[src/rtl/ssrb_consts.svh]
// constants for the spindle serial register bank
`ifndef SSRB_CONSTS_SVH
`define SSRB_CONSTS_SVH

// register addresses carried in the first four frame bits
`define SSRB_ADDR_SPIN 4'h0
`define SSRB_ADDR_SYS 4'h1
`define SSRB_ADDR_STATUS 4'h2

// frame layout
`define SSRB_FRAME_BITS 5'h10
`define SSRB_ADDR_BITS 5'h04

// spin current control fields
`define SSRB_SP_DAC_MSB 7
`define SSRB_SP_RANGE 8

// system control fields
`define SSRB_SC_SLEEP 0
`define SSRB_SC_BRAKE 1
`define SSRB_SC_PWM 2
`define SSRB_SC_SINGLE 3
`define SSRB_SC_CLKEN 4
`define SSRB_SC_CNTRUN 5
`define SSRB_SC_DETOE 6
`define SSRB_SC_HALF 7
`define SSRB_SC_NEG 8
`define SSRB_SC_MASK2X 9
`define SSRB_SC_TESTA 10
`define SSRB_SC_TESTB 11

// reset values
`define SSRB_SPIN_RST 9'h000
`define SSRB_SYS_RST 12'h000
`define SSRB_STATUS_RST 8'h00
`define SSRB_GRAY_RST 3'h0

// masking interval in internal clock ticks
`define SSRB_MASK_SHORT 11'h0200
`define SSRB_MASK_LONG 11'h0400

// synchroniser idle values: select and power-on reset sit high
`define SSRB_SYNC_INIT 11'h0012

`endif

[src/rtl/ssrb_pkg.sv]
// types shared by the spindle serial register bank
package ssrb_pkg;

  // serial port state, gray coded along idle -> input -> output
  typedef enum logic [1:0] {
    SP_IDLE = 2'b00,
    SP_INPUT = 2'b01,
    SP_OUTPUT = 2'b11
  } ssrb_state_type;

endpackage : ssrb_pkg

[src/rtl/ssrb_sync.sv]
// three-stage pin synchroniser with agreement filter
`timescale 1ns/1ns
`default_nettype none
module ssrb_sync #(
  parameter int W = 1,
  parameter logic [W-1:0] INIT = '0
) (
  // clock and reset
  input wire logic mclk,
  input wire logic srst,
  // raw pins and filtered levels
  input wire logic [W-1:0] din,
  output logic [W-1:0] dout
);

  logic [W-1:0] stage1;
  logic [W-1:0] stage2;
  logic [W-1:0] stage3;

  // stage1 feeds stage2 only; a level counts once stage2 and stage3 agree
  always_ff @(posedge mclk) begin
    if (srst) begin
      stage1 <= INIT;
      stage2 <= INIT;
      stage3 <= INIT;
      dout <= INIT;
    end else begin
      stage1 <= din;
      stage2 <= stage1;
      stage3 <= stage2;
      dout <= (stage2 & ~(stage2 ^ stage3)) | (dout & (stage2 ^ stage3));
    end
  end

endmodule : ssrb_sync
`default_nettype wire

[src/rtl/ssrb_top.sv]
// spindle driver serial port and control/status register bank
//
// Notes on behaviour
// - spin register bits 7..0 hold the current limit dac code, bit 0 lsb.
// - spin register bit 8 picks loop gain range, 0 is 4:1, 1 is 20:1.
// - spindle outputs float while system control bit 0 is zero.
// - system control bit 1 turns on all three lower drivers to brake.
// - system control bit 2 picks pwm when one, linear when zero.
// - bit 3 one watches phase a only, zero watches all three phases.
// - spin clock pulses advance the commutation counter only while bit 4 is one.
// - commutation counter held in reset while bit 5 is zero.
// - detect output pin floats while bit 6 is zero, driven while one.
// - bit 7 zero runs logic at full rate, one at half rate.
// - negative supply circuitry enabled only while bit 8 is one.
// - bit 9 sets masking to 512 ticks when zero, 1024 when one.
// - status bits 0, 1, 2 report zero crossings on phases a, b, c.
// - status bits 3, 4, 5 show gray counter bits x, y, z.
// - status bit 6 shows the overheat warning.
// - status bit 7 shows the loopback comparator while pwm bit is zero.
// - every access is sixteen bits; fewer bits leave it incomplete.
// - four address bits then twelve data bits; 0, 1, 2 pick the registers.
// - a read of the status address shifts out twelve data bits, one per clock.
// - power-on reset low returns every register field to zero.
// - no braking after reset until the host commands it.
// - write with select and direction low; update only after all sixteen bits.
// - select high clears port state, floats data, aborts a write.
// - direction rising loads the register; shift out lsb first, then zeros.
// - drive data only with select low and direction high; float when deselected.
`timescale 1ns/1ns
`default_nettype none
`include "ssrb_consts.svh"
module ssrb_top (
  // clock and reset
  input wire logic mclk,
  input wire logic srst,
  // power-on reset pin
  input wire logic por_n,
  // serial port pins
  input wire logic serial_clock,
  input wire logic serial_select_n,
  input wire logic read_write,
  input wire logic sdio_in,
  output logic sdio_out,
  output logic sdio_oe_n,
  // spindle sense pins
  input wire logic spin_clock,
  input wire logic [2:0] zero_cross_raw,
  input wire logic overheat_warning,
  input wire logic loopback_raw,
  // spin current controls
  output logic [7:0] dac_code,
  output logic gain_range_high,
  // system controls
  output logic spindle_hiz,
  output logic lower_drive_on,
  output logic pwm_mode,
  output logic single_phase_detect,
  output logic commutation_counter_reset_n,
  output logic half_rate_select,
  output logic negative_supply_enable,
  output logic mask_interval_double,
  output logic test_control_a,
  output logic test_control_b,
  // internal timing and commutation
  output logic logic_tick,
  output logic [2:0] commutation_state,
  // detect output pin
  output logic zero_cross_detect_output,
  output logic zero_cross_detect_oe_n
);

  // synchronised pins
  logic [10:0] pin_lvl;
  logic sclk_prev;
  logic rw_prev;
  logic spin_prev;
  logic [2:0] zc_prev;

  // port and register state
  ssrb_pkg::ssrb_state_type state;
  ssrb_pkg::ssrb_state_type next_state;
  logic [4:0] bit_count;
  logic [15:0] shreg;
  logic [3:0] addr_hold;
  logic addr_seen;
  logic [8:0] spin_ctl;
  logic [11:0] sys_ctl;
  logic [7:0] status_word;
  logic half_phase;
  logic spin_pend;
  logic [10:0] mask_count;
  logic [2:0] zc_seen;

  ssrb_sync #(
    .W(11),
    .INIT(`SSRB_SYNC_INIT)
  ) u_sync (
    .mclk(mclk),
    .srst(srst),
    .din({loopback_raw, overheat_warning, zero_cross_raw, spin_clock, por_n,
          sdio_in, read_write, serial_select_n, serial_clock}),
    .dout(pin_lvl)
  );

  // filtered pin levels and edges
  wire sclk_f = pin_lvl[0];
  wire sel_f = pin_lvl[1];
  wire rw_f = pin_lvl[2];
  wire sdio_f = pin_lvl[3];
  wire por_f = pin_lvl[4];
  wire spin_f = pin_lvl[5];
  wire [2:0] zc_f = pin_lvl[8:6];
  wire heat_f = pin_lvl[9];
  wire loop_f = pin_lvl[10];
  wire sclk_rise = sclk_f & ~sclk_prev;
  wire rw_rise = rw_f & ~rw_prev;
  wire spin_rise = spin_f & ~spin_prev;
  wire blk_rst = srst | ~por_f;

  // serial decode; frames arrive lsb first, address bits leading
  wire in_shift = (state == ssrb_pkg::SP_INPUT) && !sel_f && !rw_f && sclk_rise
                  && (bit_count != `SSRB_FRAME_BITS);
  wire out_shift = (state == ssrb_pkg::SP_OUTPUT) && !sel_f && rw_f && sclk_rise;
  wire [15:0] shifted_in = {sdio_f, shreg[15:1]};
  wire addr_done = in_shift && (bit_count == `SSRB_ADDR_BITS - 5'h01);
  wire frame_done = in_shift && (bit_count == `SSRB_FRAME_BITS - 5'h01);
  wire [3:0] frame_addr = shifted_in[3:0];
  wire [11:0] frame_data = shifted_in[15:4];
  wire wr_spin = frame_done && (frame_addr == `SSRB_ADDR_SPIN);
  wire wr_sys = frame_done && (frame_addr == `SSRB_ADDR_SYS);
  wire wr_bad = frame_done && !wr_spin && !wr_sys;
  // only the first four bits count as the read address
  wire load_status = rw_rise && !sel_f && addr_seen
                     && (addr_hold == `SSRB_ADDR_STATUS);
  wire drive_now = !sel_f && rw_f;

  // commutation and masking decode
  wire cnt_run = sys_ctl[`SSRB_SC_CNTRUN];
  wire step = logic_tick && (spin_pend || spin_rise)
              && sys_ctl[`SSRB_SC_CLKEN] && cnt_run;
  wire [2:0] phase_en = sys_ctl[`SSRB_SC_SINGLE] ? 3'h1 : 3'h7;
  wire mask_open = (mask_count == 11'h0000);
  wire [2:0] zc_hit = (zc_f ^ zc_prev) & phase_en & {3{mask_open}};
  wire [10:0] mask_load = sys_ctl[`SSRB_SC_MASK2X] ? `SSRB_MASK_LONG
                                                  : `SSRB_MASK_SHORT;
  wire next_tick = ~sys_ctl[`SSRB_SC_HALF] | half_phase;
  wire loop_bit = loop_f & ~sys_ctl[`SSRB_SC_PWM];
  // x in bit 3, y in bit 4, z in bit 5
  wire [7:0] next_status = {loop_bit, heat_f, commutation_state, zc_seen};

  // six-step gray sequence; a cleared counter enters at the first step
  function automatic logic [2:0] gray_next(input logic [2:0] cur);
    case (cur)
      3'h1: gray_next = 3'h3;
      3'h3: gray_next = 3'h2;
      3'h2: gray_next = 3'h6;
      3'h6: gray_next = 3'h4;
      3'h4: gray_next = 3'h5;
      default: gray_next = 3'h1;
    endcase
  endfunction : gray_next

  // port state follows select and direction
  always_comb begin
    next_state = state;
    case (state)
      ssrb_pkg::SP_IDLE: begin
        if (!sel_f) begin
          next_state = rw_f ? ssrb_pkg::SP_OUTPUT : ssrb_pkg::SP_INPUT;
        end
      end
      ssrb_pkg::SP_INPUT: begin
        if (sel_f) begin
          next_state = ssrb_pkg::SP_IDLE;
        end else if (rw_f) begin
          next_state = ssrb_pkg::SP_OUTPUT;
        end
      end
      ssrb_pkg::SP_OUTPUT: begin
        if (sel_f) begin
          next_state = ssrb_pkg::SP_IDLE;
        end else if (!rw_f) begin
          next_state = ssrb_pkg::SP_INPUT;
        end
      end
      default: next_state = ssrb_pkg::SP_IDLE;
    endcase
  end

  // edge history; tracks pins through power-on reset so no false edge follows its release
  always_ff @(posedge mclk) begin
    if (srst) begin
      sclk_prev <= 1'b0;
      rw_prev <= 1'b0;
      spin_prev <= 1'b0;
      zc_prev <= 3'h0;
    end else begin
      sclk_prev <= sclk_f;
      rw_prev <= rw_f;
      spin_prev <= spin_f;
      zc_prev <= zc_f;
    end
  end

  // serial port: deselect wipes the count but keeps shreg for read back
  always_ff @(posedge mclk) begin
    if (blk_rst || sel_f) begin
      state <= ssrb_pkg::SP_IDLE;
      bit_count <= 5'h00;
      addr_seen <= 1'b0;
    end else begin
      state <= next_state;
      if (in_shift) begin
        bit_count <= bit_count + 5'h01;
      end
      if (addr_done) begin
        addr_seen <= 1'b1;
      end
    end
  end

  // shift register and held address
  always_ff @(posedge mclk) begin
    if (blk_rst) begin
      shreg <= 16'h0000;
      addr_hold <= 4'h0;
    end else begin
      if (load_status) begin
        shreg <= {8'h00, status_word};
      end else if (out_shift) begin
        shreg <= {1'b0, shreg[15:1]};
      end else if (in_shift) begin
        shreg <= shifted_in;
      end
      if (addr_done) begin
        addr_hold <= shifted_in[15:12];
      end
    end
  end

  // data pin: driven only when selected for output
  always_ff @(posedge mclk) begin
    if (blk_rst) begin
      sdio_out <= 1'b0;
      sdio_oe_n <= 1'b1;
    end else begin
      sdio_out <= shreg[0];
      sdio_oe_n <= ~drive_now;
    end
  end

  // writable registers; other addresses fall through untouched
  always_ff @(posedge mclk) begin
    if (blk_rst) begin
      spin_ctl <= `SSRB_SPIN_RST;
      sys_ctl <= `SSRB_SYS_RST;
    end else begin
      if (wr_spin) begin
        spin_ctl <= frame_data[8:0];
      end
      if (wr_sys) begin
        sys_ctl <= frame_data;
      end
    end
  end

  // half rate divider; ticks run continuously at full rate
  always_ff @(posedge mclk) begin
    if (blk_rst) begin
      half_phase <= 1'b0;
      logic_tick <= 1'b0;
    end else begin
      half_phase <= ~half_phase;
      logic_tick <= next_tick;
    end
  end

  // commutation counter; a pulse seen between ticks waits for the next one
  always_ff @(posedge mclk) begin
    if (blk_rst || !cnt_run) begin
      commutation_state <= `SSRB_GRAY_RST;
      spin_pend <= 1'b0;
    end else begin
      spin_pend <= (spin_pend & ~step) | (spin_rise & ~step);
      if (step) begin
        commutation_state <= gray_next(commutation_state);
      end
    end
  end

  // masking after each step; hits are blind until it runs out
  always_ff @(posedge mclk) begin
    if (blk_rst) begin
      mask_count <= 11'h0000;
      zc_seen <= 3'h0;
    end else begin
      if (step) begin
        mask_count <= mask_load;
      end else if (logic_tick && !mask_open) begin
        mask_count <= mask_count - 11'h0001;
      end
      // a hit in the clearing cycle survives
      zc_seen <= (step ? 3'h0 : zc_seen) | zc_hit;
    end
  end

  // status snapshot read by the port
  always_ff @(posedge mclk) begin
    if (blk_rst) begin
      status_word <= `SSRB_STATUS_RST;
    end else begin
      status_word <= next_status;
    end
  end

  // control outputs, one flop each
  always_ff @(posedge mclk) begin
    if (blk_rst) begin
      dac_code <= 8'h00;
      gain_range_high <= 1'b0;
      spindle_hiz <= 1'b1;
      lower_drive_on <= 1'b0;
      pwm_mode <= 1'b0;
      single_phase_detect <= 1'b0;
      commutation_counter_reset_n <= 1'b0;
      half_rate_select <= 1'b0;
      negative_supply_enable <= 1'b0;
      mask_interval_double <= 1'b0;
      test_control_a <= 1'b0;
      test_control_b <= 1'b0;
      zero_cross_detect_output <= 1'b0;
      zero_cross_detect_oe_n <= 1'b1;
    end else begin
      dac_code <= spin_ctl[`SSRB_SP_DAC_MSB:0];
      gain_range_high <= spin_ctl[`SSRB_SP_RANGE];
      spindle_hiz <= ~sys_ctl[`SSRB_SC_SLEEP];
      lower_drive_on <= sys_ctl[`SSRB_SC_BRAKE];
      pwm_mode <= sys_ctl[`SSRB_SC_PWM];
      single_phase_detect <= sys_ctl[`SSRB_SC_SINGLE];
      commutation_counter_reset_n <= cnt_run;
      half_rate_select <= sys_ctl[`SSRB_SC_HALF];
      negative_supply_enable <= sys_ctl[`SSRB_SC_NEG];
      mask_interval_double <= sys_ctl[`SSRB_SC_MASK2X];
      test_control_a <= sys_ctl[`SSRB_SC_TESTA];
      test_control_b <= sys_ctl[`SSRB_SC_TESTB];
      zero_cross_detect_output <= |zc_seen;
      zero_cross_detect_oe_n <= ~sys_ctl[`SSRB_SC_DETOE];
    end
  end
endmodule : ssrb_top
`default_nettype wire

[config.mk]
export PLATFORM = sky130hd
export DESIGN_NAME = ssrb_top
export DESIGN_NICKNAME = d
export VERILOG_FILES = /design/src/rtl/ssrb_pkg.sv /design/src/rtl/ssrb_sync.sv /design/src/rtl/ssrb_top.sv
export VERILOG_INCLUDE_DIRS = /design/src /design/src/rtl
export SDC_FILE = /design/constraint.sdc
export NUM_CORES = 1
export LEC_CHECK = 0
export BUFFER_PORTS_ARGS = -buffer_cell sky130_fd_sc_hd__buf_4
export CORE_ASPECT_RATIO = 0.9
export CORE_MARGIN = 2
export CORE_UTILIZATION = 40
export CTS_CLUSTER_SIZE = 12
export DETAILED_ROUTE_END_ITERATION = 10
export SYNTH_ARGS = -nofsm -noshare
export SYNTH_HDL_FRONTEND = slang
export SYNTH_SLANG_ARGS = --single-unit
export TNS_END_PERCENT = 50
[constraint.sdc]
create_clock -name mclk -period 2.8 [get_ports mclk]
set_input_delay 0.14 -clock mclk [delete_from_list [all_inputs] [get_ports mclk]]
set_output_delay 0.14 -clock mclk [all_outputs]
set_load 0.005 [all_outputs]
-- After elaboration in Yosys (flattened, before gate mapping)
Cells that the tools add are included.
Widths: inputs -> output; s select.
- flip-flop bits (word level): 150
- word-level logic and storage cells: 138
- bits of input ports: 13
- equality and inequality tests: 15
- reduce and logical (&&, ||, !) cells: 36
- bitwise operators: 29
- add/subtract/negate cells: 2
- multiplexer cells: 16
- operators by type and width (cell ; count):
    $mux 11 ; 3
    $mux 15 ; 2
    $and 11x11->11 ; 2
    $logic_and 1x1->1 ; 19
    $pmux 3 s5 ; 1
    $mux 2 ; 6
    $logic_not 11->1 ; 1
    $not 1->1 ; 11
    $not 11->11 ; 1
    $or 11x11->11 ; 1
    $sub 11x1->11 const B ; 1
    $xor 11x11->11 ; 1
    $mux 8 ; 1
    $and 1x1->1 ; 6
    $and 3x3->3 ; 2
    $eq 3x2->1 const B ; 2
    $eq 3x3->1 const B ; 2
    $mux 3 ; 2
    $pmux 2 s3 ; 1
    $reduce_or 3->1 ; 2
    $add 5x1->5 const B ; 1
    $eq 5x2->1 const B ; 1
    $eq 5x4->1 const B ; 1
    $ne 5x5->1 const B ; 1
    19 further kinds ; 27

-- Logic depth before layout (Yosys ltp)
- depth in word-level cells: 9
- depth in mapped cells: 8
- mapped depth without buffers: 7

-- Modules after synthesis
Synthesis repeated with hierarchy kept, for this count alone.
- cell total of the unflattened synthesis: 493
- area total of the unflattened synthesis: 5151.2 um^2
- by module, submodules not included (module ; area each (um^2) ; seq. area each (um^2) ; cells an instance ; times used):
    ssrb_top ; 3857.4 ; 2122.0 ; 378 ; 1
    ssrb_sync ; 1293.7 ; 880.8 ; 115 ; 1

-- Worst setup path before layout
No wires, ideal clock.
- path kind: reg-to-reg
- start: register bit_count[1]
- end: register sys_ctl[3]
- library setup time: 0.128 ns
- cell stages (with the launch flop): 9
- path slack: 0.932 ns
- period minus slack after synthesis: 1.868 ns
- data arrival time: 1.740 ns
- cell sequence: dfxtp_1 > ha_1 > and3_1 > ha_1 > nor4b_1 > nand4_1 > buf_4 > mux2i_1 > nor2_1
- longest elaborated chain between the ends: 4
- elaborated cells between the ends (all ways): 5
- those cells by class: eq/ne: 2; reduce/logical: 3
- ends and longest elaborated chain (item ; RTL line ; RTL):
    start, declared ; ssrb_top.sv:82 ; logic [4:0] bit_count;
    start signal, assigned ; ssrb_top.sv:214 ; bit_count <= bit_count + 5'h01;
    $ne 5x5->1 (no source line) ; - ;
    $logic_and 1x1->1 ; ssrb_top.sv:121 ; wire in_shift = (state == ssrb_pkg::SP_INPUT) && !sel_f && !rw_f && sclk_rise
    $logic_and 1x1->1 (*) ; ssrb_top.sv:126 ; wire frame_done = in_shift && (bit_count == `SSRB_FRAME_BITS - 5'h01);
    $logic_and 1x1->1 (*) ; ssrb_top.sv:130 ; wire wr_sys = frame_done && (frame_addr == `SSRB_ADDR_SYS);
    end signal, assigned ; ssrb_top.sv:256 ; sys_ctl <= `SSRB_SYS_RST;
    end signal, assigned ; ssrb_top.sv:262 ; sys_ctl <= frame_data;
    end, declared ; ssrb_top.sv:87 ; logic [11:0] sys_ctl;
Mark *: on every way between the ends. The rest lies on a longest branch, timed or not.
A chain may end at the register's enable or synchronous reset.

-- Final worst setup path
- start: register bit_count[1]
- end: register spin_ctl[1]
- longest elaborated chain between the ends: 4
- elaborated cells between the ends (all ways): 5
- those cells by class: eq/ne: 2; reduce/logical: 3
- ends and longest elaborated chain (item ; RTL line ; RTL):
    $ne 5x5->1 (no source line) ; - ;
    $logic_and 1x1->1 ; ssrb_top.sv:121 ;
    $logic_and 1x1->1 (*) ; ssrb_top.sv:126 ;
    $logic_and 1x1->1 (*) ; ssrb_top.sv:129 ; wire wr_spin = frame_done && (frame_addr == `SSRB_ADDR_SPIN);
    end signal, assigned ; ssrb_top.sv:255 ; spin_ctl <= `SSRB_SPIN_RST;
    end signal, assigned ; ssrb_top.sv:259 ; spin_ctl <= frame_data[8:0];
    end, declared ; ssrb_top.sv:86 ; logic [8:0] spin_ctl;
Marks and branches as above.

==> flow_summary.ini <==
[global_route]
track_usage_pct = 13.8
grt_remaining_overflow = 0
grt_max_degree = 53
antenna_found_initial = 0
grt_pass1_vias = 3164
grt_first_pass_wirelength_um = 14900

[yosys]
syn_avg_cell_area_um2 = 10.5
yosysUniqueCellTypes = 51
syn_inst = 490
synth_top_cell_area_share_pct = 58.4
netlist_area_um2 = 5140
synth_top_cell_by_area = dfxtp_1
ys_seq_elements = 150
synth_edf_count = 0
ys_warn_count = 0
synth-async-reset-ratio_pct = 0
synth_area_leaders = dfxtp_1 58%, mux2i_1 8.0%, nor2b_1 4.3%
synth_seq_area_share_pct = 58.4
synth_flop_cell = dfxtp_1
synth_nets = 507

[clock_network]
clk_path_buf_depth = 2
cts_tree = yes
cts_root_buffer = clkbuf_16
clk_pin_slew_worst_paths_ps = 60
cts_sinks = 150
post_cts_buffers = 0
htreeDepth = 4
insertion_delay_ps = 410
cts_buffers = 17

[detailed_routing]
wl_per_cell_um = 12.1
drtIter0Drc = 197
totalWireLength_um = 8720
drc = 0
drtPass1Iterations = 4
antenna_left = 0
vias_per_cell = 4.68
vias = 3367

[worst_setup_path]
start_kind = flop
slowest_delay_ps = 440
crit_top_cell = ha_1
critPathTopFamily = simple AND/OR/NAND/NOR gates
worst_ep_required_time_ps = 3080
critPathCaptureType = flop
cpMaxStageDelayCell = nor4b_1
rrSetupSlack_ps = 720
crit_type = reg -> reg
worst-path-buf-inv = 1
path_cells = ha_1 > and3_1 > ha_1 > nor4b_1 > nand4_1 > buf_4 > mux2i_1 > nor2_1
crit_path_max_fanout = 10
worst_ep_arrival_time_ps = 2360

[finish]
fin_cells = 720
syn2layout_area_growth_pct = 21.5
fill_cells = 1142
nets = 560
multiInputGateArea_um2 = 1990
diodes = 0
layout_common_cells = 150 x dfxtp_1, 47 x nor2_1, 43 x buf_4
layout-drive-gt1-share_pct = 16.4
regArea_um2 = 3000
final_common_cell = dfxtp_1

[place]
detailed_place_hpwl_um = 5770
io_buffer_count = 39
globalplace.congestion = 0.784
dpl.cell_count = 677

[timing]
hold_ws_ps = 172
max_clock_freq_mhz = 480
slew-limit-headroom_pct = 56.6
layout_min_cycle_time_ps = 2080
period_share_pct = 74.4
final-setup-viol-count = 0
hold_viol = 0
fin_setup_tns_ps = 0
slew_violations = 0
rsz0062_at_grt = no
clock-skew-final_ps = 9.49
worst_pin_slew_ps = 648

[die]
die_h_um = 112
die_x_um = 124
core_um2 = 12600
dieArea_um2 = 13800
rows = 39
ios = 40
start_util_pct = 40.7

[power_and_ir_drop]
cellPowerDensity_nw_per_um2 = 706
p_total_mw = 4.41
ir_drop_mv = 0.448
leakage_nw = 2.68

[run]
maxCapViolCount = 0

[outcome]
status = finished, final reports clean

[min_path]
hold_path_class = in -> reg
[report_power, final]
| group | switching [mW] | internal, mW |
|---|---|---|
| Sequential | 0.0105 | 2.16 |
| Combinational | 0.0443 | 0.0408 |
| Clock | 0.880 | 1.28 |
| Total | 0.935 | 3.48 |
[metal layers]
metal / vias up / global-route usage (%) / share of wire (%)
met5: - / 0 / 0
met4: 0 / 5.91 / 0.93
met3: 5 / 4.61 / 4.2
met2: 51 / 20.6 / 45
met1: 1533 / 18.1 / 50
li1: 1778 / - / -
[path summary, 6_finish.rpt]
kind	start	to	cells past startpoint
hold reg to reg	sys_ctl[6]$_SDFFE_PP0P_	zero_cross_detect_oe_n$_SDFF_PP1_	1
setup / recovery	bit_count[1]$_SDFFE_PP0P_	spin_ctl[1]$_SDFFE_PP0P_	8
setup reg to reg	bit_count[1]$_SDFFE_PP0P_	spin_ctl[1]$_SDFFE_PP0P_	8
hold / removal	srst	u_sync.stage1[10]$_SDFF_PP0_	2
[flip-flops by register name, summed over array words and instances, names as in the netlist, 2 cells and up, named ones only]
signal,cells
addr_hold,4
bit_count,5
commutation_state,3
dac_code,8
mask_count,11
shreg,16
spin_ctl,9
state,2
status_word,8
sys_ctl,12
u_sync.stage1,11
u_sync.stage2,11
u_sync.stage3,11
zc_prev,3
zc_seen,3
[cell usage after synthesis (2+ instances only)]
| library cell | n |
|---|---|
| a211oi_1 | 5 |
| a21oi_1 | 34 |
| a41oi_1 | 2 |
| and2_1 | 27 |
| and3_1 | 2 |
| buf_2 | 3 |
| buf_4 | 2 |
| clkbuf_1 | 12 |
| dfxtp_1 | 150 |
| ha_1 | 4 |
| inv_1 | 11 |
| mux2i_1 | 41 |
| nand2_1 | 25 |
| nand2_2 | 2 |
| nand2b_1 | 3 |
| nand3_1 | 6 |
| nand4_1 | 3 |
| nor2_1 | 47 |
| nor2b_1 | 35 |
| nor3_1 | 3 |
| nor3b_1 | 3 |
| nor4b_1 | 3 |
| o21ai_0 | 23 |
| o21bai_1 | 2 |
| o41ai_1 | 3 |
| or2_2 | 7 |
| or3_1 | 2 |
| xnor2_1 | 6 |
| xor2_1 | 2 |
[timing repair]
action	4_1_cts	5_1_grt
resized for setup	0	0
endpoints found under the hold margin	11	0
hold buffers	11	0
[per-stage QoR]
step | cell area [um2] | setup slack [ps] | util, %
2_1_floorplan | 5140 | 932 | -
3_3_place_gp | 5560 | 849 | 44.0
3_5_place_dp | 5560 | 721 | 44.0
4_1_cts | 6250 | 697 | 49.4
5_1_grt | 6250 | 562 | 49.4
6_report | 6250 | 717 | 49.4
[area by class of cell]
class | instances | area share, %
repair buffers | 54 | 6.93
inverters | 11 | 0.661
flip-flops and latches | 150 | 48.1
clock buffers | 19 | 7.25
multi-input cells | 309 | 31.9
well taps | 164 | 3.28
clock inverters | 13 | 1.94
[worst register-to-register path, cell delays in order (launching register included)]
cell and delay (ps):
dfxtp_1 370, ha_1 210, and3_1 170, ha_1 150
nor4b_1 440, nand4_1 160, buf_4 230, mux2i_1 180
nor2_1 60
[cell families (layout without fill, tap and decap cells)]
kind of cell,after synthesis,after routing,synth area share (%)
XOR/XNOR,8,8,1.36
AND/OR/NAND/NOR,179,179,19.3
AO/OA/AOI/OAI,77,77,9.05
adder cells (fa/ha/maj),4,4,0.973
flip-flops,150,150,58.4
multiplexers,41,41,7.98
buffers and inverters,31,97,2.92
No activity file was read; power rests on OpenSTA's default activity.
